[config.mk]
export PLATFORM = sky130hd
export DESIGN_NAME = hmc_top
export DESIGN_NICKNAME = d
export VERILOG_FILES = /design/src/include/hmc_pkg.sv /design/src/logic/hmc_cycle_timer.sv /design/src/logic/hmc_rate_div.sv /design/src/logic/hmc_top.sv
export SDC_FILE = /design/constraint.sdc
export NUM_CORES = 1
export LEC_CHECK = 0
export BUFFER_PORTS_ARGS = -buffer_cell sky130_fd_sc_hd__buf_2
export CAP_MARGIN = 20
export CORE_ASPECT_RATIO = 1.25
export CORE_UTILIZATION = 30
export CTS_CLUSTER_SIZE = 25
export DETAILED_ROUTE_END_ITERATION = 10
export PLACE_DENSITY = 0.55
export SYNTH_ARGS = -nofsm -noshare
export SYNTH_HDL_FRONTEND = slang
export SYNTH_SLANG_ARGS = --single-unit
[constraint.sdc]
create_clock -name ref_clk -period 3.95 [get_ports ref_clk]
set_input_delay 0.79 -clock ref_clk [delete_from_list [all_inputs] [get_ports ref_clk]]
set_output_delay 0.79 -clock ref_clk [all_outputs]
set_load 0.02 [all_outputs]
[src/include/hmc_pkg.sv]
package hmc_pkg;

  // clock rate and derived cycle counts
  localparam int CLK_MHZ          = 40;
  localparam int EOC_PULSE_MIN_NS = 1800;
  localparam int EOC_PULSE_TYP_NS = 2500;
  localparam int EOC_PULSE_MAX_NS = 3200;
  localparam int EOC_PULSE_CYC    = (EOC_PULSE_TYP_NS * CLK_MHZ) / 1000;
  // per-channel conversion slot equals the typical next-read spacing
  localparam int CONV_FR_NS       = 43000;
  localparam int CONV_SR_NS       = 59000;
  localparam int CONV_FR_CYC      = (CONV_FR_NS * CLK_MHZ) / 1000;
  localparam int CONV_SR_CYC      = (CONV_SR_NS * CLK_MHZ) / 1000;
  localparam int TMR_W            = 12;

  // register bus
  localparam int ADDR_W = 8;
  localparam int DATA_W = 32;
  localparam int RES_W  = 12;

  localparam logic [7:0] REG_CTRL     = 8'h00;
  localparam logic [7:0] REG_STATUS   = 8'h04;
  localparam logic [7:0] REG_IRQ_STAT = 8'h08;
  localparam logic [7:0] REG_IRQ_MASK = 8'h0C;
  localparam logic [7:0] REG_TRIG     = 8'h10;
  localparam logic [7:0] REG_PERIOD   = 8'h14;
  localparam logic [7:0] REG_RES_X    = 8'h18;
  localparam logic [7:0] REG_RES_Y    = 8'h1C;
  localparam logic [7:0] REG_RES_Z    = 8'h20;
  localparam logic [7:0] REG_RES_T    = 8'h24;

  // control fields
  localparam int CTRL_FAST_BIT  = 0;
  localparam int CTRL_CFG_LSB   = 1;
  localparam int CTRL_EOC_BIT   = 3;
  localparam int CTRL_SR_BIT    = 4;
  localparam int CTRL_ITRIG_BIT = 5;
  localparam int CTRL_W         = 6;
  localparam logic [5:0] CTRL_RST = 6'h08;
  localparam logic [15:0] PERIOD_RST = 16'h1000;

  // interrupt status bits
  localparam int IRQ_DONE_BIT = 0;
  localparam int IRQ_DROP_BIT = 1;
  localparam int IRQ_W        = 2;

  // channel numbers and measurement configurations
  localparam logic [1:0] CH_X = 2'h0;
  localparam logic [1:0] CH_Y = 2'h1;
  localparam logic [1:0] CH_Z = 2'h2;
  localparam logic [1:0] CH_T = 2'h3;

  typedef enum logic [1:0] {
    HMC_CFG_XYZT = 2'h0,
    HMC_CFG_XYZ  = 2'h1,
    HMC_CFG_XY   = 2'h2
  } hmc_cfg_type;

  typedef enum logic [1:0] {
    HMC_IDLE = 2'b01,
    HMC_CONV = 2'b10
  } hmc_state_type;

endpackage

[src/logic/hmc_cycle_timer.sv]
`timescale 1ns/1ps
module hmc_cycle_timer
  import hmc_pkg::*;
#(
  parameter int W = 12
) (
  input  wire logic         ref_clk,
  input  wire logic         rstn,
  input  wire logic         start,
  input  wire logic [W-1:0] len,
  output logic              busy,
  output logic              done
);

  logic [W-1:0] cnt_r;

  // busy stays high for exactly len cycles; a start wins over the end
  always_ff @(posedge ref_clk or negedge rstn) begin
    if (!rstn) begin
      cnt_r <= '0;
      busy  <= 1'b0;
      done  <= 1'b0;
    end else if (start) begin
      cnt_r <= len - W'(1);
      busy  <= 1'b1;
      done  <= 1'b0;
    end else if (busy && cnt_r == '0) begin
      busy  <= 1'b0;
      done  <= 1'b1;
    end else begin
      cnt_r <= busy ? cnt_r - W'(1) : cnt_r;
      done  <= 1'b0;
    end
  end

endmodule // hmc_cycle_timer

[src/logic/hmc_rate_div.sv]
`timescale 1ns/1ps
module hmc_rate_div
  import hmc_pkg::*;
#(
  parameter int W = 16
) (
  input  wire logic         ref_clk,
  input  wire logic         rstn,
  input  wire logic         en,
  input  wire logic [W-1:0] period,
  output logic              tick
);

  logic [W-1:0] cnt_r;

  // one-cycle tick every period cycles; a zero period never ticks
  always_ff @(posedge ref_clk or negedge rstn) begin
    if (!rstn) begin
      cnt_r <= '0;
      tick  <= 1'b0;
    end else if (!en || period == '0) begin
      cnt_r <= '0;
      tick  <= 1'b0;
    end else if (cnt_r >= period - W'(1)) begin
      cnt_r <= '0;
      tick  <= 1'b1;
    end else begin
      cnt_r <= cnt_r + W'(1);
      tick  <= 1'b0;
    end
  end

endmodule // hmc_rate_div

[src/logic/hmc_top.sv]
`timescale 1ns/1ps
module hmc_top
  import hmc_pkg::*;
(
  input  wire logic              ref_clk,
  input  wire logic              rstn,
  input  wire logic [ADDR_W-1:0] addr,
  input  wire logic [DATA_W-1:0] wdata,
  input  wire logic              wr,
  input  wire logic              rd,
  output logic      [DATA_W-1:0] rdata,
  input  wire logic              ext_trig,
  input  wire logic [RES_W-1:0]  adc_data,
  output logic      [1:0]        adc_ch,
  output logic                   adc_conv,
  output logic                   eoc_n,
  output logic                   irq
);

  localparam logic [TMR_W-1:0] EOC_LEN = TMR_W'(EOC_PULSE_CYC);
  localparam logic [TMR_W-1:0] FR_LEN  = TMR_W'(CONV_FR_CYC);
  localparam logic [TMR_W-1:0] SR_LEN  = TMR_W'(CONV_SR_CYC);

  // software-visible state
  logic [CTRL_W-1:0] ctrl_r;
  logic [IRQ_W-1:0]  irq_stat_r;
  logic [IRQ_W-1:0]  irq_mask_r;
  logic [15:0]       period_r;
  logic              sw_trig_r;
  logic [7:0]        cycle_cnt_r;

  // sequencer state
  hmc_state_type     state_r;
  hmc_state_type     state_nxt;
  logic [1:0]        ch_r;
  logic [1:0]        ch_nxt;
  logic              trig_pend_r;
  logic [RES_W-1:0]  work_r   [4];
  logic [RES_W-1:0]  result_r [4];
  logic [DATA_W-1:0] rdata_r;
  logic              eoc_n_r;
  logic              irq_r;

  // decoded control fields
  logic              fast_mode;
  hmc_cfg_type       cfg;
  logic              eoc_en;
  logic              short_rng;
  logic              itrig_en;
  logic [1:0]        last_ch;

  // timer hookups
  logic              conv_start;
  logic              conv_busy;
  logic              conv_done;
  logic              eoc_start;
  logic              eoc_busy;
  logic              itick;
  logic              cycle_end;
  logic              trig_any;
  logic              trig_drop;

  assign fast_mode = ctrl_r[CTRL_FAST_BIT];
  assign cfg       = hmc_cfg_type'(ctrl_r[CTRL_CFG_LSB +: 2]);
  assign eoc_en    = ctrl_r[CTRL_EOC_BIT];
  assign short_rng = ctrl_r[CTRL_SR_BIT];
  assign itrig_en  = ctrl_r[CTRL_ITRIG_BIT];

  // last channel of the active configuration
  always_comb begin
    case (cfg)
      HMC_CFG_XYZT: last_ch = CH_T;
      HMC_CFG_XYZ:  last_ch = CH_Z;
      HMC_CFG_XY:   last_ch = CH_Y;
      default:      last_ch = CH_T;
    endcase
  end

  // internal trigger source, a slow tick from the period register
  hmc_rate_div #(
    .W      (16)
  ) u_itrig (
    .ref_clk (ref_clk),
    .rstn    (rstn),
    .en      (itrig_en),
    .period  (period_r),
    .tick    (itick)
  );

  // per-channel conversion slot; its length sets the read spacing
  hmc_cycle_timer #(
    .W       (TMR_W)
  ) u_conv (
    .ref_clk (ref_clk),
    .rstn    (rstn),
    .start   (conv_start),
    .len     (short_rng ? SR_LEN : FR_LEN),
    .busy    (conv_busy),
    .done    (conv_done)
  );

  // end-of-conversion pulse width
  hmc_cycle_timer #(
    .W       (TMR_W)
  ) u_eoc (
    .ref_clk (ref_clk),
    .rstn    (rstn),
    .start   (eoc_start),
    .len     (EOC_LEN),
    .busy    (eoc_busy),
    .done    ()
  );

  // any trigger source; in fast mode triggers are not needed
  assign trig_any  = ext_trig | itick | sw_trig_r;
  assign cycle_end = state_r == HMC_CONV && conv_done && ch_r == last_ch;
  // a trigger landing on a busy sequencer that already holds one is lost
  assign trig_drop = trig_any && !fast_mode && trig_pend_r &&
                     state_r == HMC_CONV;

  // sequencer next state
  always_comb begin
    state_nxt  = state_r;
    ch_nxt     = ch_r;
    conv_start = 1'b0;
    case (state_r)
      HMC_IDLE: begin
        if (fast_mode || trig_pend_r) begin
          state_nxt  = HMC_CONV;
          ch_nxt     = CH_X;
          conv_start = 1'b1;
        end
      end
      HMC_CONV: begin
        if (conv_done) begin
          if (ch_r != last_ch) begin
            ch_nxt     = ch_r + 2'h1;
            conv_start = 1'b1;
          end else if (fast_mode || trig_pend_r) begin
            // back-to-back cycle with no idle gap
            ch_nxt     = CH_X;
            conv_start = 1'b1;
          end else begin
            state_nxt  = HMC_IDLE;
          end
        end
      end
      default: begin
        state_nxt = HMC_IDLE;
        ch_nxt    = CH_X;
      end
    endcase
  end

  // sequencer registers
  always_ff @(posedge ref_clk or negedge rstn) begin
    if (!rstn) begin
      state_r <= HMC_IDLE;
      ch_r    <= CH_X;
    end else begin
      state_r <= state_nxt;
      ch_r    <= ch_nxt;
    end
  end

  // trigger memory: one request is held while a cycle runs
  always_ff @(posedge ref_clk or negedge rstn) begin
    if (!rstn) begin
      trig_pend_r <= 1'b0;
    end else if (fast_mode) begin
      trig_pend_r <= 1'b0;
    end else if (trig_any) begin
      trig_pend_r <= 1'b1;
    end else if (conv_start && ch_nxt == CH_X) begin
      trig_pend_r <= 1'b0;
    end
  end

  // working copy of each converted channel; skipped ones never change
  always_ff @(posedge ref_clk or negedge rstn) begin
    if (!rstn) begin
      for (int i = 0; i < 4; i++) begin
        work_r[i] <= '0;
      end
    end else if (state_r == HMC_CONV && conv_done) begin
      work_r[ch_r] <= adc_data;
    end
  end

  // results publish only at cycle end, so the host sees a whole set
  // that holds through every read window of the next cycle
  always_ff @(posedge ref_clk or negedge rstn) begin
    if (!rstn) begin
      for (int i = 0; i < 4; i++) begin
        result_r[i] <= '0;
      end
    end else if (cycle_end) begin
      for (int i = 0; i < 4; i++) begin
        // the last channel arrives this cycle straight from the converter
        if (i[1:0] == ch_r) begin
          result_r[i] <= adc_data;
        end else if (i[1:0] < ch_r) begin
          result_r[i] <= work_r[i];
        end
      end
    end
  end

  // eoc starts two cycles after the results land, never before
  always_ff @(posedge ref_clk or negedge rstn) begin
    if (!rstn) begin
      eoc_start <= 1'b0;
    end else begin
      eoc_start <= cycle_end && eoc_en;
    end
  end

  // low-active pulse straight from a flop, EOC_LEN cycles wide
  always_ff @(posedge ref_clk or negedge rstn) begin
    if (!rstn) begin
      eoc_n_r <= 1'b1;
    end else begin
      eoc_n_r <= ~eoc_busy;
    end
  end

  // converter pins follow the sequencer
  always_ff @(posedge ref_clk or negedge rstn) begin
    if (!rstn) begin
      adc_ch   <= CH_X;
      adc_conv <= 1'b0;
    end else begin
      adc_ch   <= ch_nxt;
      adc_conv <= state_nxt == HMC_CONV;
    end
  end

  // completed-cycle counter, wraps freely
  always_ff @(posedge ref_clk or negedge rstn) begin
    if (!rstn) begin
      cycle_cnt_r <= '0;
    end else if (cycle_end) begin
      cycle_cnt_r <= cycle_cnt_r + 8'h01;
    end
  end

  // control, mask and period writes; the trigger bit self-clears
  always_ff @(posedge ref_clk or negedge rstn) begin
    if (!rstn) begin
      ctrl_r     <= CTRL_RST;
      irq_mask_r <= '0;
      period_r   <= PERIOD_RST;
      sw_trig_r  <= 1'b0;
    end else begin
      sw_trig_r <= wr && addr == REG_TRIG && wdata[0];
      if (wr && addr == REG_CTRL) begin
        ctrl_r <= wdata[CTRL_W-1:0];
      end
      if (wr && addr == REG_IRQ_MASK) begin
        irq_mask_r <= wdata[IRQ_W-1:0];
      end
      if (wr && addr == REG_PERIOD) begin
        period_r <= wdata[15:0];
      end
    end
  end

  // sticky events, write one to clear; a new event beats the clear
  always_ff @(posedge ref_clk or negedge rstn) begin
    if (!rstn) begin
      irq_stat_r <= '0;
    end else begin
      for (int i = 0; i < IRQ_W; i++) begin
        if ((i == IRQ_DONE_BIT && cycle_end) ||
            (i == IRQ_DROP_BIT && trig_drop)) begin
          irq_stat_r[i] <= 1'b1;
        end else if (wr && addr == REG_IRQ_STAT && wdata[i]) begin
          irq_stat_r[i] <= 1'b0;
        end
      end
    end
  end

  // level interrupt while any unmasked event is pending
  always_ff @(posedge ref_clk or negedge rstn) begin
    if (!rstn) begin
      irq_r <= 1'b0;
    end else begin
      irq_r <= |(irq_stat_r & irq_mask_r);
    end
  end

  // read data valid the cycle after the strobe only; unmapped reads zero
  always_ff @(posedge ref_clk or negedge rstn) begin
    if (!rstn) begin
      rdata_r <= '0;
    end else if (rd) begin
      case (addr)
        REG_CTRL:     rdata_r <= DATA_W'(ctrl_r);
        REG_STATUS:   rdata_r <= {16'h0000, cycle_cnt_r, 3'h0,
                                  conv_busy, ch_r, state_r};
        REG_IRQ_STAT: rdata_r <= DATA_W'(irq_stat_r);
        REG_IRQ_MASK: rdata_r <= DATA_W'(irq_mask_r);
        REG_PERIOD:   rdata_r <= DATA_W'(period_r);
        REG_RES_X:    rdata_r <= DATA_W'(result_r[CH_X]);
        REG_RES_Y:    rdata_r <= DATA_W'(result_r[CH_Y]);
        REG_RES_Z:    rdata_r <= DATA_W'(result_r[CH_Z]);
        REG_RES_T:    rdata_r <= DATA_W'(result_r[CH_T]);
        default:      rdata_r <= '0;
      endcase
    end else begin
      rdata_r <= '0;
    end
  end

  assign rdata = rdata_r;
  assign eoc_n = eoc_n_r;
  assign irq   = irq_r;

endmodule // hmc_top

# Word level (Yosys, flattened, before mapping)
# Index checks and enable logic that the tools add are counted.
dict set report classes {
  magnitude_cmp 7
  reduce_logical 46
  n_addsub 7
  muxes 51
  n_eq_ne 21
  bitwise 5
}
# cell n
set ops {}
lappend ops {{$mux W12} 16}
lappend ops {{$pmux W16 S9} 1}
lappend ops {{$bwmux W48} 1}
lappend ops {{$sub A12 B1 Y12 const B} 3}
lappend ops {{$eq A8 B5 Y1 const B} 4}
lappend ops {{$mux W16} 2}
lappend ops {{$mux W32} 1}
lappend ops {{$demux W12 S2} 1}
lappend ops {{$logic_not A12 Y1} 2}
lappend ops {{$reduce_bool A2 Y1} 10}
lappend ops {{$logic_and A1 B1 Y1} 18}
lappend ops {{$mux W1} 18}
lappend ops {{$add A16 B1 Y16 const B} 1}
lappend ops {{$eq A8 B4 Y1 const B} 2}
lappend ops {{$eq A8 B6 Y1 const B} 2}
lappend ops {{$ge A16 B16 Y1} 1}
lappend ops {{$logic_not A16 Y1} 1}
lappend ops {{$sub A16 B1 Y16 const B} 1}
lappend ops {{$mux W2} 7}
lappend ops {{$pmux W2 S2} 3}
lappend ops {{$reduce_and A2 Y1} 6}
lappend ops {{$add A8 B1 Y8 const B} 1}
lappend ops {{$eq A8 B3 Y1 const B} 1}
lappend ops {{$logic_not A8 Y1} 1}
lappend ops {{22 further kinds} 33}
dict set report word_totals {
  reg_bits 216
  output_inout_bits 37
  wordCells 167
}

# Logic depth before layout (Yosys ltp)
# Gate-level depths: netlist of the first run.
dict set report depth {
  depth_word 11
  depth_mapped 14
}

# Hierarchy
# From an unflattened synthesis of the first run, not the netlist that was laid out.
dict set report hier_totals {
  hier_cells 975
  area_unflattened_um2 10458.8
}
# mod cells_each n_inst area_per_inst_um2 seq_area_each_um2
set by_module_without_submodules {}
lappend by_module_without_submodules {hmc_top 586 1 6817.8 3608.5}
lappend by_module_without_submodules {hmc_cycle_timer 119 2 1121.1 350.3}
lappend by_module_without_submodules {hmc_rate_div 151 1 1398.8 425.4}

# Worst setup path after synthesis of the first run
# Ideal clock, no wire load.
dict set report synth_path {
  path_type {register to register}
  from {register period_r[5]}
  to {register u_itrig.cnt_r[10]}
  path_stages_with_launch 15
  path_buffers 1
  required_time_ns 3.879
  path_slack_ns 0.596
  t_arrival_ns 3.283
  synth_period_minus_slack_ns 3.354
  setup_ns 0.071
  path_cell_list {dfrtp_1 -> or4_4 -> nor3_4 -> nor4b_4 -> nand2_2 -> or3_1 -> xor2_1 -> ha_1 -> a21o_1 -> a21o_1 -> a21oi_1 -> o311a_1 -> o31ai_4 -> buf_6 -> nor2_1}
}
dict set report synth_between {
  elab_chain_cells 4
  elab_cells_between_ends 6
  cone_classes {1 x add/sub; 1 x order compare; 2 x mux; 2 x reduce/logical}
}
# item line_no
set synth_lines {}
lappend synth_lines {{start: declaration} hmc_top.sv:28} ;# logic [15:0] period_r;
lappend synth_lines {{start signal: assignment} hmc_top.sv:263} ;# period_r <= wdata[15:0];
lappend synth_lines {{$sub A16 B1 Y16} hmc_rate_div.sv:24} ;# end else if (cnt_r >= period - W'(1)) begin
lappend synth_lines {{$ge A16 B16 Y1} hmc_rate_div.sv:24}
lappend synth_lines {{$mux W16} hmc_rate_div.sv:24}
lappend synth_lines {{$mux W16 (*)} hmc_rate_div.sv:21} ;# end else if (!en || period == '0) begin
lappend synth_lines {{end signal: assignment} hmc_rate_div.sv:28} ;# cnt_r <= cnt_r + W'(1);
lappend synth_lines {{end: declaration} hmc_rate_div.sv:14} ;# logic [W-1:0] cnt_r;
# Mark *: on every way between the ends. The rest lies on a longest branch, timed or not.
# A chain may end at the register's enable or synchronous reset.

# Final worst setup path of the first run
dict set report layout_path {
  from {register period_r[3]}
  to {register u_itrig.cnt_r[3]}
}
# Same word-level chain as after synthesis.

==> flow_summary.rst, run 1 <==
.. list-table::
   :header-rows: 1

   * - Metric
     - Value
   * - Status
     - completed
   * - Peak VDD IR
     - roughly 0.23 mV
   * - Main combinational cell family by area after synthesis
     - multiplexers
   * - Total detailed-routing wirelength
     - 22.7 mm
   * - Via count of the first global-routing pass
     - ~6600
   * - Final count of hold timing violations
     - 0
   * - IO Pins
     - 94
   * - Sum Neg Setup Slack
     - 0 ns
   * - Element type at the critical path start
     - flip-flop
   * - Count of standard-cell rows
     - 72
   * - Number of optimization iterations in the first detailed-route pass
     - 5
   * - Via/cell ratio
     - 4.91
   * - Top flip-flop cell by instance count after synthesis
     - dfrtp_1
   * - Total vias in the final route
     - ~6500
   * - Critical-path maximum fanout
     - 16
   * - Power consumption
     - ~4.5 mW
   * - Worst relative slew slack
     - between 50% and 60%
   * - Post-detailed-route wirelength per cell
     - about 17 µm
   * - Library cell used as clock root buffer
     - clkbuf_16
   * - Achievable Freq
     - approximately 280 MHz
   * - Die area
     - roughly 32000 µm²
   * - Number of hold-repair buffers added at the cts stage
     - 0
   * - Fraction of synthesized cell area in xor and xnor cells
     - roughly 4.7%
   * - Number of levels the H-tree was split into
     - 4
   * - Post-CTS setup buffer count
     - 0
   * - Fraction of layout cells with a size suffix above 1
     - 23.3%
   * - Synthesized area
     - approximately 9500 µm²
   * - Core outline area
     - ~31000 µm²
   * - CTS tree
     - yes
   * - HP Class
     - input port to async pin
   * - Warning count from the yosys run
     - 0
   * - Setup Viol. Count Final
     - 0
   * - Data arrival at the endpoint of the critical path
     - about 3.9 ns
   * - Largest net degree at the start of global routing
     - between 80 and 90
   * - Fraction of the mapped netlist area in simple logic gates
     - a little over an eighth
   * - Number of synthesized flops with an enable pin
     - 0
   * - Number of antenna violations at the first check in global routing
     - 2
   * - Estimated wirelength of the detail-placed design
     - between 15 and 20 mm
   * - Shortest period the worst path allows
     - about 3.6 ns
   * - Power per cell area
     - 418 nW/µm²
   * - CP required
     - around 4.3 ns
   * - Post-route DRC
     - 0
   * - Max-slew violation count
     - 0
   * - Sequential cell area fraction in the yosys report
     - roughly half
   * - Global-route wire length before repair
     - 36.9 mm
   * - Leftover overflow at the end of global routing
     - 0
   * - Per-instance average area after synthesis
     - about 11 µm²
   * - Critical path class
     - flip-flop to flip-flop
   * - Synthesis-to-layout area growth
     - 13.7%
   * - Unrepaired setup endpoints after global routing
     - no
   * - Kind of end point of the critical path
     - flip-flop
   * - Clock-pin slew reported for the worst setup and hold paths after clock tree synthesis
     - about 0.070 ns
   * - Die width
     - 161 µm
   * - PortBufs
     - 61
   * - Transition time at the pin with the least slew margin
     - a little under 0.7 ns
   * - P_leak
     - between 4 and 5 nW
   * - Die Y
     - ~200 µm
   * - Effective utilization at floorplan
     - between 30% and 40%
   * - Number of synthesized register bits
     - 188
   * - Max Buffers Root-to-Sink
     - 2
   * - Minimum setup slack among reg-to-reg paths
     - 0.39 ns
   * - Post-route fraction of the period consumed by the critical path
     - 90.2%
   * - Total of max-cap violations
     - 0
   * - Num CTS Buffers
     - 17
   * - CTS resizes
     - 0
   * - Hold slack final
     - 0.372 ns
   * - Post-route clock skew
     - between 0.01 and 0.015 ns
   * - Global placer's final weighted congestion
     - about 0.81
   * - Drt initial violations
     - 358
   * - Post-detailed-route count of antenna-violating nets
     - 0
   * - Share of flip-flops with an asynchronous set or reset
     - between 90% and 100%
   * - Number of sinks on the clock net
     - about 190
   * - Global routing usage summed across all routing layers
     - between 10% and 20%
   * - Synthesized-area fraction occupied by ao, oa, aoi and oai cells
     - between 10 and 15%
   * - Synthesized instance count
     - 851
   * - Net total in the final layout
     - a little under 1000
   * - Synth Area in Adders
     - 3.55%
   * - Unique cell type count in the Yosys netlist
     - 80
   * - Portion of netlist area occupied by mux cells
     - 14.6%
   * - Clock latency at the later pin of the worst-skew pair
     - 0.45 ns
state kept, by name, indices dropped and copies added (netlist names), 2 cells and up:
signal and cells:
result_r 48, state_r 2, irq_mask_r 2, u_itrig.cnt_r 16
rdata 16, ctrl_r 6, u_eoc.cnt_r 12, cycle_cnt_r 8
u_conv.cnt_r 12, work_r 36, adc_ch 2, period_r 16
irq_stat_r 2
report_power, final:
part	internal (mW)	total [mW]	switching (mW)
Clock	0.980	1.75	0.768
Sequential	2.03	2.13	0.0924
Combinational	0.277	0.652	0.375
Total	3.29	4.53	1.23
cells in the mapped netlist, types with 3 or more instances:
library cell | number | area share, %
a21o_1 | 4 | 0.32
nor2_1 | 72 | 2.8
a222oi_1 | 3 | 0.32
buf_4 | 17 | 1.3
xnor2_1 | 26 | 2.4
clkbuf_1 | 24 | 0.95
nand4_1 | 10 | 0.66
nor4_1 | 8 | 0.53
nand2_1 | 58 | 2.3
a22oi_1 | 17 | 1.3
and3_1 | 10 | 0.66
buf_6 | 4 | 0.47
nor3_1 | 13 | 0.68
nand3_1 | 19 | 1.0
nand3b_1 | 3 | 0.24
a21oi_1 | 46 | 2.4
ha_1 | 27 | 3.6
a22o_1 | 14 | 1.3
nand2b_1 | 5 | 0.33
mux2i_1 | 43 | 4.5
mux2_4 | 10 | 1.6
inv_1 | 17 | 0.67
o21ai_0 | 24 | 1.3
buf_2 | 4 | 0.21
nor2b_1 | 7 | 0.46
nor3b_1 | 5 | 0.39
mux2_2 | 72 | 8.5
dfrtp_1 | 184 | 48
dfstp_2 | 4 | 1.1
a31oi_1 | 6 | 0.39
xor2_1 | 25 | 2.3
and2_1 | 10 | 0.66
or3_1 | 3 | 0.20
kinds of logic (layout without fill, tap and decap cells):
| family | Yosys count | count (layout) |
|---|---|---|
| buf+inv | 68 | 125 |
| simple gates | 249 | 249 |
| compound gates | 142 | 142 |
| fa+ha+maj | 27 | 27 |
| other cells | 1 | 17 |
| mux | 125 | 125 |
| xor+xnor | 51 | 51 |
| flops | 188 | 188 |
cell type report:
class | count | area [µm²]
Clock buffer | 22 | 464
Fill cell | 3089 | 20300
Sequential cell | 188 | 4710
Inverter | 18 | 67.6
Multi-Input combinational cell | 610 | 4500
Clock inverter | 10 | 128
Tap cell | 407 | 509
Antenna cell | 1 | 2.50
Timing Repair Buffer | 75 | 432
metrics by stage:
stage	cells	cell area, µm²	utilization [%]	setup slack [ns]
final	1331	10800	34.8	0.388
after global routing	1331	10800	34.8	0.0937
after CTS	1330	10800	34.8	0.359
after detailed placement	1298	10200	32.9	0.370
after global placement	1298	10200	32.9	0.431
after floorplan	866	9570	-	0.596
metal layers:
layer  up-vias  GRT usage (%)  share of wire [%]
met2       135           24.9                 50
met1      3218           18.6                 44
met4         0           6.74                2.9
li1       3147              -                  -
met5         -              0                  0
met3        37           2.42                3.0
worst max-delay path: stages, from the launching register on:
cell     delay (ns)
dfrtp_1        0.44
or4_4          0.57
nor3_4         0.17
nor4b_4        0.32
nand2_2        0.10
or3_1          0.32
xor2_1         0.15
ha_1           0.29
a21o_1         0.18
a21o_1         0.17
a21oi_1        0.19
o311a_1        0.25
o31ai_4        0.18
nor2_1         0.15
worst paths after layout:
path / from / to / cells past startpoint
worst max register to register: period_r[3] / u_itrig.cnt_r[3] / 13
min in group ref_clk: u_eoc.busy / eoc_n / 1
worst max-delay path: period_r[3] / u_itrig.cnt_r[3] / 13
worst min register to register: u_eoc.busy / eoc_n / 1
worst min-delay path: rstn / u_eoc.busy / 1
max in group asynchronous: rstn / result_r[2] / 2
cell usage in the layout (no fill, tap or decap), types with 13 or more instances in the layout:
cell,synthesis,final
a21oi_1,46,46
a22o_1,14,14
a22oi_1,17,17
buf_2,4,60
buf_4,17,13
clkbuf_16,0,17
conb_1,1,16
dfrtp_1,184,184
ha_1,27,27
inv_1,17,17
mux2_2,72,72
mux2i_1,43,43
nand2_1,58,58
nand3_1,19,19
nor2_1,72,72
nor3_1,13,13
o21ai_0,24,24
xnor2_1,26,26
xor2_1,25,25
No activity file was read; power rests on OpenSTA's default activity.
==> run 2, diff against run 1 <==
Settings changed: CORE_ASPECT_RATIO 1.25 to 1.5.
==> flow_summary.rst, run 2 (synthesized netlist as in run 1, its figures left out) <==
.. list-table::
   :header-rows: 1

   * - Metric
     - Value
   * - Clock latency at the later pin of the worst-skew pair
     - 0.45 ns
   * - Synthesis-to-layout area growth
     - 13.2%
   * - Die Y
     - 220 µm
   * - CP required
     - around 4.3 ns
   * - Number of sinks on the clock net
     - ~190
   * - Number of optimization iterations in the first detailed-route pass
     - 5
   * - Max reg flops
     - 48
   * - Status
     - completed
   * - HP Class
     - input port to async pin
   * - Power per cell area
     - just over 400 nW/µm²
   * - Total vias in the final route
     - 6481
   * - Switch share
     - 27.1%
   * - Met3 wirelength from detailed routing
     - between 500 and 600 µm
   * - Register share of total power
     - between 40% and 50%
   * - Met2 WL
     - about 13 mm
   * - Final count of hold timing violations
     - 0
   * - Minimum setup slack among reg-to-reg paths
     - 0.34 ns
   * - PortBufs
     - between 60 and 70
   * - Element type at the critical path start
     - flip-flop
   * - Transition time at the pin with the least slew margin
     - about 0.8 ns
   * - Core outline area
     - 31100 µm²
   * - Share of the core filled with cells in the final layout
     - between 30% and 40%
   * - Post-route DRC
     - 0
   * - Commonest cells after routing, fill and taps aside
     - dfrtp_1, nor2_1, mux2_2
   * - Internal Dissipation
     - ~3.2 mW
   * - Biggest registers after layout
     - result_r (48), work_r (36)
   * - Shortest period the worst path allows
     - 3.61 ns
   * - Logic gate share of total power
     - 14.6%
   * - Area of the multi-input gates
     - 4500 µm²
   * - Die width
     - about 150 µm
   * - Number of antenna violations at the first check in global routing
     - 3
   * - Clock power share
     - a little under two fifths
   * - Max-slew violation count
     - 0
   * - Drt initial violations
     - ~270
   * - Sum Neg Setup Slack
     - 0 ns
   * - Via count of the first global-routing pass
     - roughly 6700
   * - Post-detailed-route count of antenna-violating nets
     - 0
   * - Total of max-cap violations
     - 0
   * - Net total in the final layout
     - 995
   * - Achievable Freq
     - 277 MHz
   * - Post-detailed-route wirelength per cell
     - roughly 17 µm
   * - Smallest setup slack after layout
     - 0.343 ns
   * - Num CTS Buffers
     - 17
   * - Global routing usage summed across all routing layers
     - 15.2%
   * - Post-route fraction of the period consumed by the critical path
     - between 90% and 100%
   * - Clock-pin slew reported for the worst setup and hold paths after clock tree synthesis
     - 0.07 ns
   * - Count of standard-cell rows
     - 79
   * - P_leak
     - a little under 5 nW
   * - Fraction of layout cells with a size suffix above 1
     - a little under a quarter
   * - Leading cell type in the layout, fill and taps excluded
     - dfrtp_1
   * - Post-detailed-placement cell area
     - about 10000 µm²
   * - Area occupied by registers
     - about 4700 µm²
   * - Max Buffers Root-to-Sink
     - 2
   * - Power dissipated by switching net loads
     - about 1.2 mW
   * - Peak VDD IR
     - about 0.27 mV
   * - Largest Register
     - result_r
   * - Filler Cell Count
     - 3127
   * - Total detailed-routing wirelength
     - approximately 23 mm
   * - Number of hold-repair buffers added at the cts stage
     - 0
   * - Number of levels the H-tree was split into
     - 4
   * - Library cell used as clock root buffer
     - clkbuf_16
   * - Worst R2R Start
     - period_r[3]
   * - Effective utilization at floorplan
     - 30.5%
   * - Unrepaired setup endpoints after global routing
     - no
   * - Estimated wirelength of the detail-placed design
     - about 17 mm
   * - Post-route clock skew
     - 0.0106 ns
   * - Count of cells along the worst register-to-register path
     - 13
   * - Post-route met1 wirelength
     - roughly 9.6 mm
   * - CTS resizes
     - 0
   * - Data arrival at the endpoint of the critical path
     - between 3 and 4 ns
   * - Largest net degree at the start of global routing
     - 97
   * - R2R Path End
     - u_itrig.cnt_r[3]
   * - Via/cell ratio
     - about 5
   * - Setup WS pre-CTS
     - 0.326 ns
   * - Global placer's final weighted congestion
     - slightly above 0.8
   * - Die area
     - roughly 32000 µm²
   * - Worst relative slew slack
     - between 40% and 50%
   * - IO Pins
     - 94
   * - Critical-path maximum fanout
     - 16
   * - Kind of end point of the critical path
     - flip-flop
   * - Topmost layer with routed signal wires
     - met5
   * - Global-route wire length before repair
     - ~37 mm
   * - Post-CTS setup buffer count
     - 0
   * - Leftover overflow at the end of global routing
     - 0
   * - Critical path class
     - flip-flop to flip-flop
   * - Cell area after layout
     - approximately 11000 µm²
   * - Diode count
     - 0
   * - Power consumption
     - 4.41 mW
   * - CTS tree
     - yes
   * - Setup Viol. Count Final
     - 0
run 2: stage by stage:
step	hold WS [ns]	std cells
3_3_place_gp	0.432	1297
3_5_place_dp	0.434	1297
5_1_grt	0.449	1329
4_1_cts	0.433	1329
2_1_floorplan	0.387	866
6_report	0.387	1329
run 2: cell type report:
class	instances	area share, %
inverter	18	0.627
sequential	188	43.7
clock inverter	9	0.813
tap	405	4.71
timing repair buffer	76	3.96
clock buffer	23	4.35
multi-input combinational	610	41.8
run 2: metal layers:
metal  vias up  global-route usage [%]
met5         -                       0
met4         4                    5.12
met3        27                    2.86
met2        98                    28.5
met1      3220                    16.9
li1       3132                       -
run 2: worst max-delay path by stage:
stage	from	endpoint	slack, ns
2_1_floorplan	period_r[5]	u_itrig.cnt_r[10]	0.60
3_3_place_gp	period_r[3]	u_itrig.cnt_r[13]	0.40
3_5_place_dp	period_r[3]	u_itrig.cnt_r[2]	0.33
4_1_cts	period_r[3]	u_itrig.cnt_r[3]	0.31
5_1_grt	period_r[3]	u_itrig.cnt_r[9]	0.08
6_report	period_r[3]	u_itrig.cnt_r[3]	0.34
run 2: power by group through the flow:
| stage | logic, mW | clock network [mW] | registers, mW |
|---|---|---|---|
| global route | 0.728 | 1.77 | 2.14 |
| finish | 0.642 | 1.64 | 2.13 |
| global placement | 0.643 | 0 | 2.16 |
| CTS | 0.656 | 1.69 | 2.13 |
| floorplan | 0.482 | 0 | 2.14 |
| detailed placement | 0.654 | 0 | 2.16 |
run 2: worst max-delay path, cell delays in order (launching register included):
cell     delay [ns]
dfrtp_1        0.44
or4_4          0.57
nor3_4         0.18
nor4b_4        0.33
nand2_2        0.10
or3_1          0.32
xor2_1         0.15
ha_1           0.29
a21o_1         0.18
a21o_1         0.17
a21oi_1        0.21
o311a_1        0.25
o31ai_4        0.18
nor2_1         0.15
==> run 3, diff against run 2 <==
Settings changed: CTS_CLUSTER_SIZE 25 to 30, REMOVE_ABC_BUFFERS from default to 1.
==> flow_summary.rst, run 3 (synthesized netlist as in run 1, its figures left out) <==
.. list-table::
   :header-rows: 1

   * - Metric
     - Value
   * - Power consumption
     - approximately 4.6 mW
   * - Cell Chain, Critical Path
     - or4_4 -> nor3_4 -> nor4b_4 -> nand2_2 -> or3_1 -> xor2_1 -> ha_1 -> a21o_1 -> a21o_1 -> a21oi_1 -> o311a_1 -> o31ai_4 -> nor2_1
   * - Die width
     - roughly 150 µm
   * - Post-CTS setup buffer count
     - 0
   * - Number of sinks on the clock net
     - ~190
   * - Power per cell area
     - about 420 nW/µm²
   * - Total detailed-routing wirelength
     - around 23 mm
   * - Number of levels the H-tree was split into
     - 4
   * - Sum Neg Setup Slack
     - 0 ns
   * - Post-route clock skew
     - between 0.009 and 0.01 ns
   * - Element type at the critical path start
     - flip-flop
   * - Critical path class
     - flip-flop to flip-flop
   * - Number of antenna violations at the first check in global routing
     - 0
   * - CP required
     - between 4 and 5 ns
   * - Number of hold-repair buffers added at the cts stage
     - 0
   * - Post-route DRC
     - 0
   * - Slowest CP cell
     - or4_4
   * - Transition time at the pin with the least slew margin
     - around 0.86 ns
   * - Post-detailed-route wirelength per cell
     - around 17 µm
   * - Biggest registers after layout
     - result_r (48), work_r (36)
   * - Library cell used as clock root buffer
     - clkbuf_16
   * - Drt initial violations
     - a little under 400
   * - Synthesis-to-layout area growth
     - 13.9%
   * - Shortest period the worst path allows
     - between 3 and 4 ns
   * - Filler Cell Count
     - 3110
   * - Smallest setup slack after layout
     - 0.355 ns
   * - Delay of the slowest cell on the worst path
     - roughly 0.59 ns
   * - Peak VDD IR
     - approximately 0.23 mV
   * - Max reg flops
     - 48
   * - Die area
     - between 30000 and 40000 µm²
   * - Num CTS Buffers
     - 17
   * - Largest net degree at the start of global routing
     - 95
   * - Kind of end point of the critical path
     - flip-flop
   * - CTS resizes
     - 0
   * - Clock latency at the later pin of the worst-skew pair
     - about 0.45 ns
   * - CTS tree
     - yes
   * - Max Buffers Root-to-Sink
     - 2
   * - Die Y
     - ~220 µm
   * - Setup WS pre-CTS
     - about 0.3 ns
   * - Setup Viol. Count Final
     - 0
   * - Global-route wire length before repair
     - roughly 36 mm
   * - Number of optimization iterations in the first detailed-route pass
     - 4
   * - Worst relative slew slack
     - around 42%
   * - Cell with the most instances on the worst path
     - a21o_1
   * - Diode count
     - 0
   * - Unrepaired setup endpoints after global routing
     - no
   * - PortBufs
     - between 60 and 70
   * - Total vias in the final route
     - approximately 6500
   * - HP Class
     - input port to async pin
   * - Core outline area
     - about 31000 µm²
   * - Estimated wirelength of the detail-placed design
     - between 15 and 20 mm
   * - Via/cell ratio
     - a little under 5
   * - Final count of hold timing violations
     - 0
   * - Post-detailed-route count of antenna-violating nets
     - 0
   * - Number of placed cells counting well taps
     - ~1300
   * - Effective utilization at floorplan
     - a little under a third
   * - Data arrival at the endpoint of the critical path
     - between 3 and 4 ns
   * - Fraction of layout cells with a size suffix above 1
     - between 20% and 30%
   * - Largest Register
     - result_r
   * - Achievable Freq
     - about 280 MHz
   * - Critical-path maximum fanout
     - 16
   * - Post-route fraction of the period consumed by the critical path
     - 91.0%
   * - Status
     - completed
   * - Post-Layout Cell Count
     - between 1000 and 1500
   * - Count of standard-cell rows
     - 79
   * - P_leak
     - 4.89 nW
   * - Commonest cells after routing, fill and taps aside
     - dfrtp_1, nor2_1, mux2_2
   * - Leading cell type in the layout, fill and taps excluded
     - dfrtp_1
   * - Total of max-cap violations
     - 0
   * - Leftover overflow at the end of global routing
     - 0
   * - Share of the core filled with cells in the final layout
     - a little over a third
   * - Global routing usage summed across all routing layers
     - between 10 and 15%
   * - Global placer's final weighted congestion
     - roughly 0.82
   * - IO Pins
     - 94
   * - Max-slew violation count
     - 0
   * - Via count of the first global-routing pass
     - ~6600
   * - Clock-pin slew reported for the worst setup and hold paths after clock tree synthesis
     - ~0.07 ns
   * - Net total in the final layout
     - roughly 1000
==> run 3: cell count changes in the layout (fill, tap and decap cells not counted), sizes merged <==
cell / before / now
buf: 75 / 77
bufinv: 1 / 3
clkbuf: 24 / 21
==> run 3: layer usage <==
| layer | up-vias | global-route usage, % | share of wire (%) |
|---|---|---|---|
| li1 | 3143 | - | - |
| met1 | 3191 | 15.6 | 40 |
| met2 | 130 | 26.8 | 52 |
| met3 | 52 | 2.51 | 2.6 |
| met4 | 0 | 10.2 | 5.3 |
| met5 | - | 0 | 0 |
==> run 3: area by class of cell <==
| class | instances | area [µm²] | share of cell area (%) |
|---|---|---|---|
| clock buffer | 20 | 457 | 4.22 |
| clock inverter | 11 | 144 | 1.33 |
| inverter | 18 | 67.6 | 0.624 |
| multi-input combinational | 610 | 4500 | 41.6 |
| sequential | 188 | 4710 | 43.5 |
| tap | 405 | 507 | 4.68 |
| timing repair buffer | 78 | 442 | 4.08 |
==> run 3: final timing paths <==
check | from | to | slack, ns | cells past startpoint
worst max-delay path | period_r[5] | u_itrig.cnt_r[2] | 0.36 | 13
worst min-delay path | rstn | work_r[23] | 0.39 | 1
worst max register to register | period_r[5] | u_itrig.cnt_r[2] | 0.36 | 13
worst min register to register | u_eoc.busy | eoc_n | 0.42 | 1
max in group asynchronous | rstn | state_r[0] | 2.60 | 2
min in group ref_clk | u_eoc.busy | eoc_n | 0.42 | 1
==> run 3: per-stage QoR <==
| stage | instance area (µm²) | hold WS (ns) |
|---|---|---|
| final | 10800 | 0.386 |
| after detailed placement | 10200 | 0.421 |
| after floorplan | 9280 | 0.387 |
| after global placement | 10200 | 0.410 |
| after global routing | 10800 | 0.451 |
| after CTS | 10800 | 0.428 |
==> run 3: critical path: cells and delay by family, from the launching register on <==
family          cells  cell delay (ns)
compound gates      5             0.98
xor+xnor            1             0.15
fa+ha+maj           1             0.30
flops               1             0.43
simple gates        6             1.66
==> run 3: power by group <==
group / internal (mW) / switching (mW)
Clock: 1.02 / 0.759
Sequential: 2.03 / 0.0907
Combinational: 0.277 / 0.372
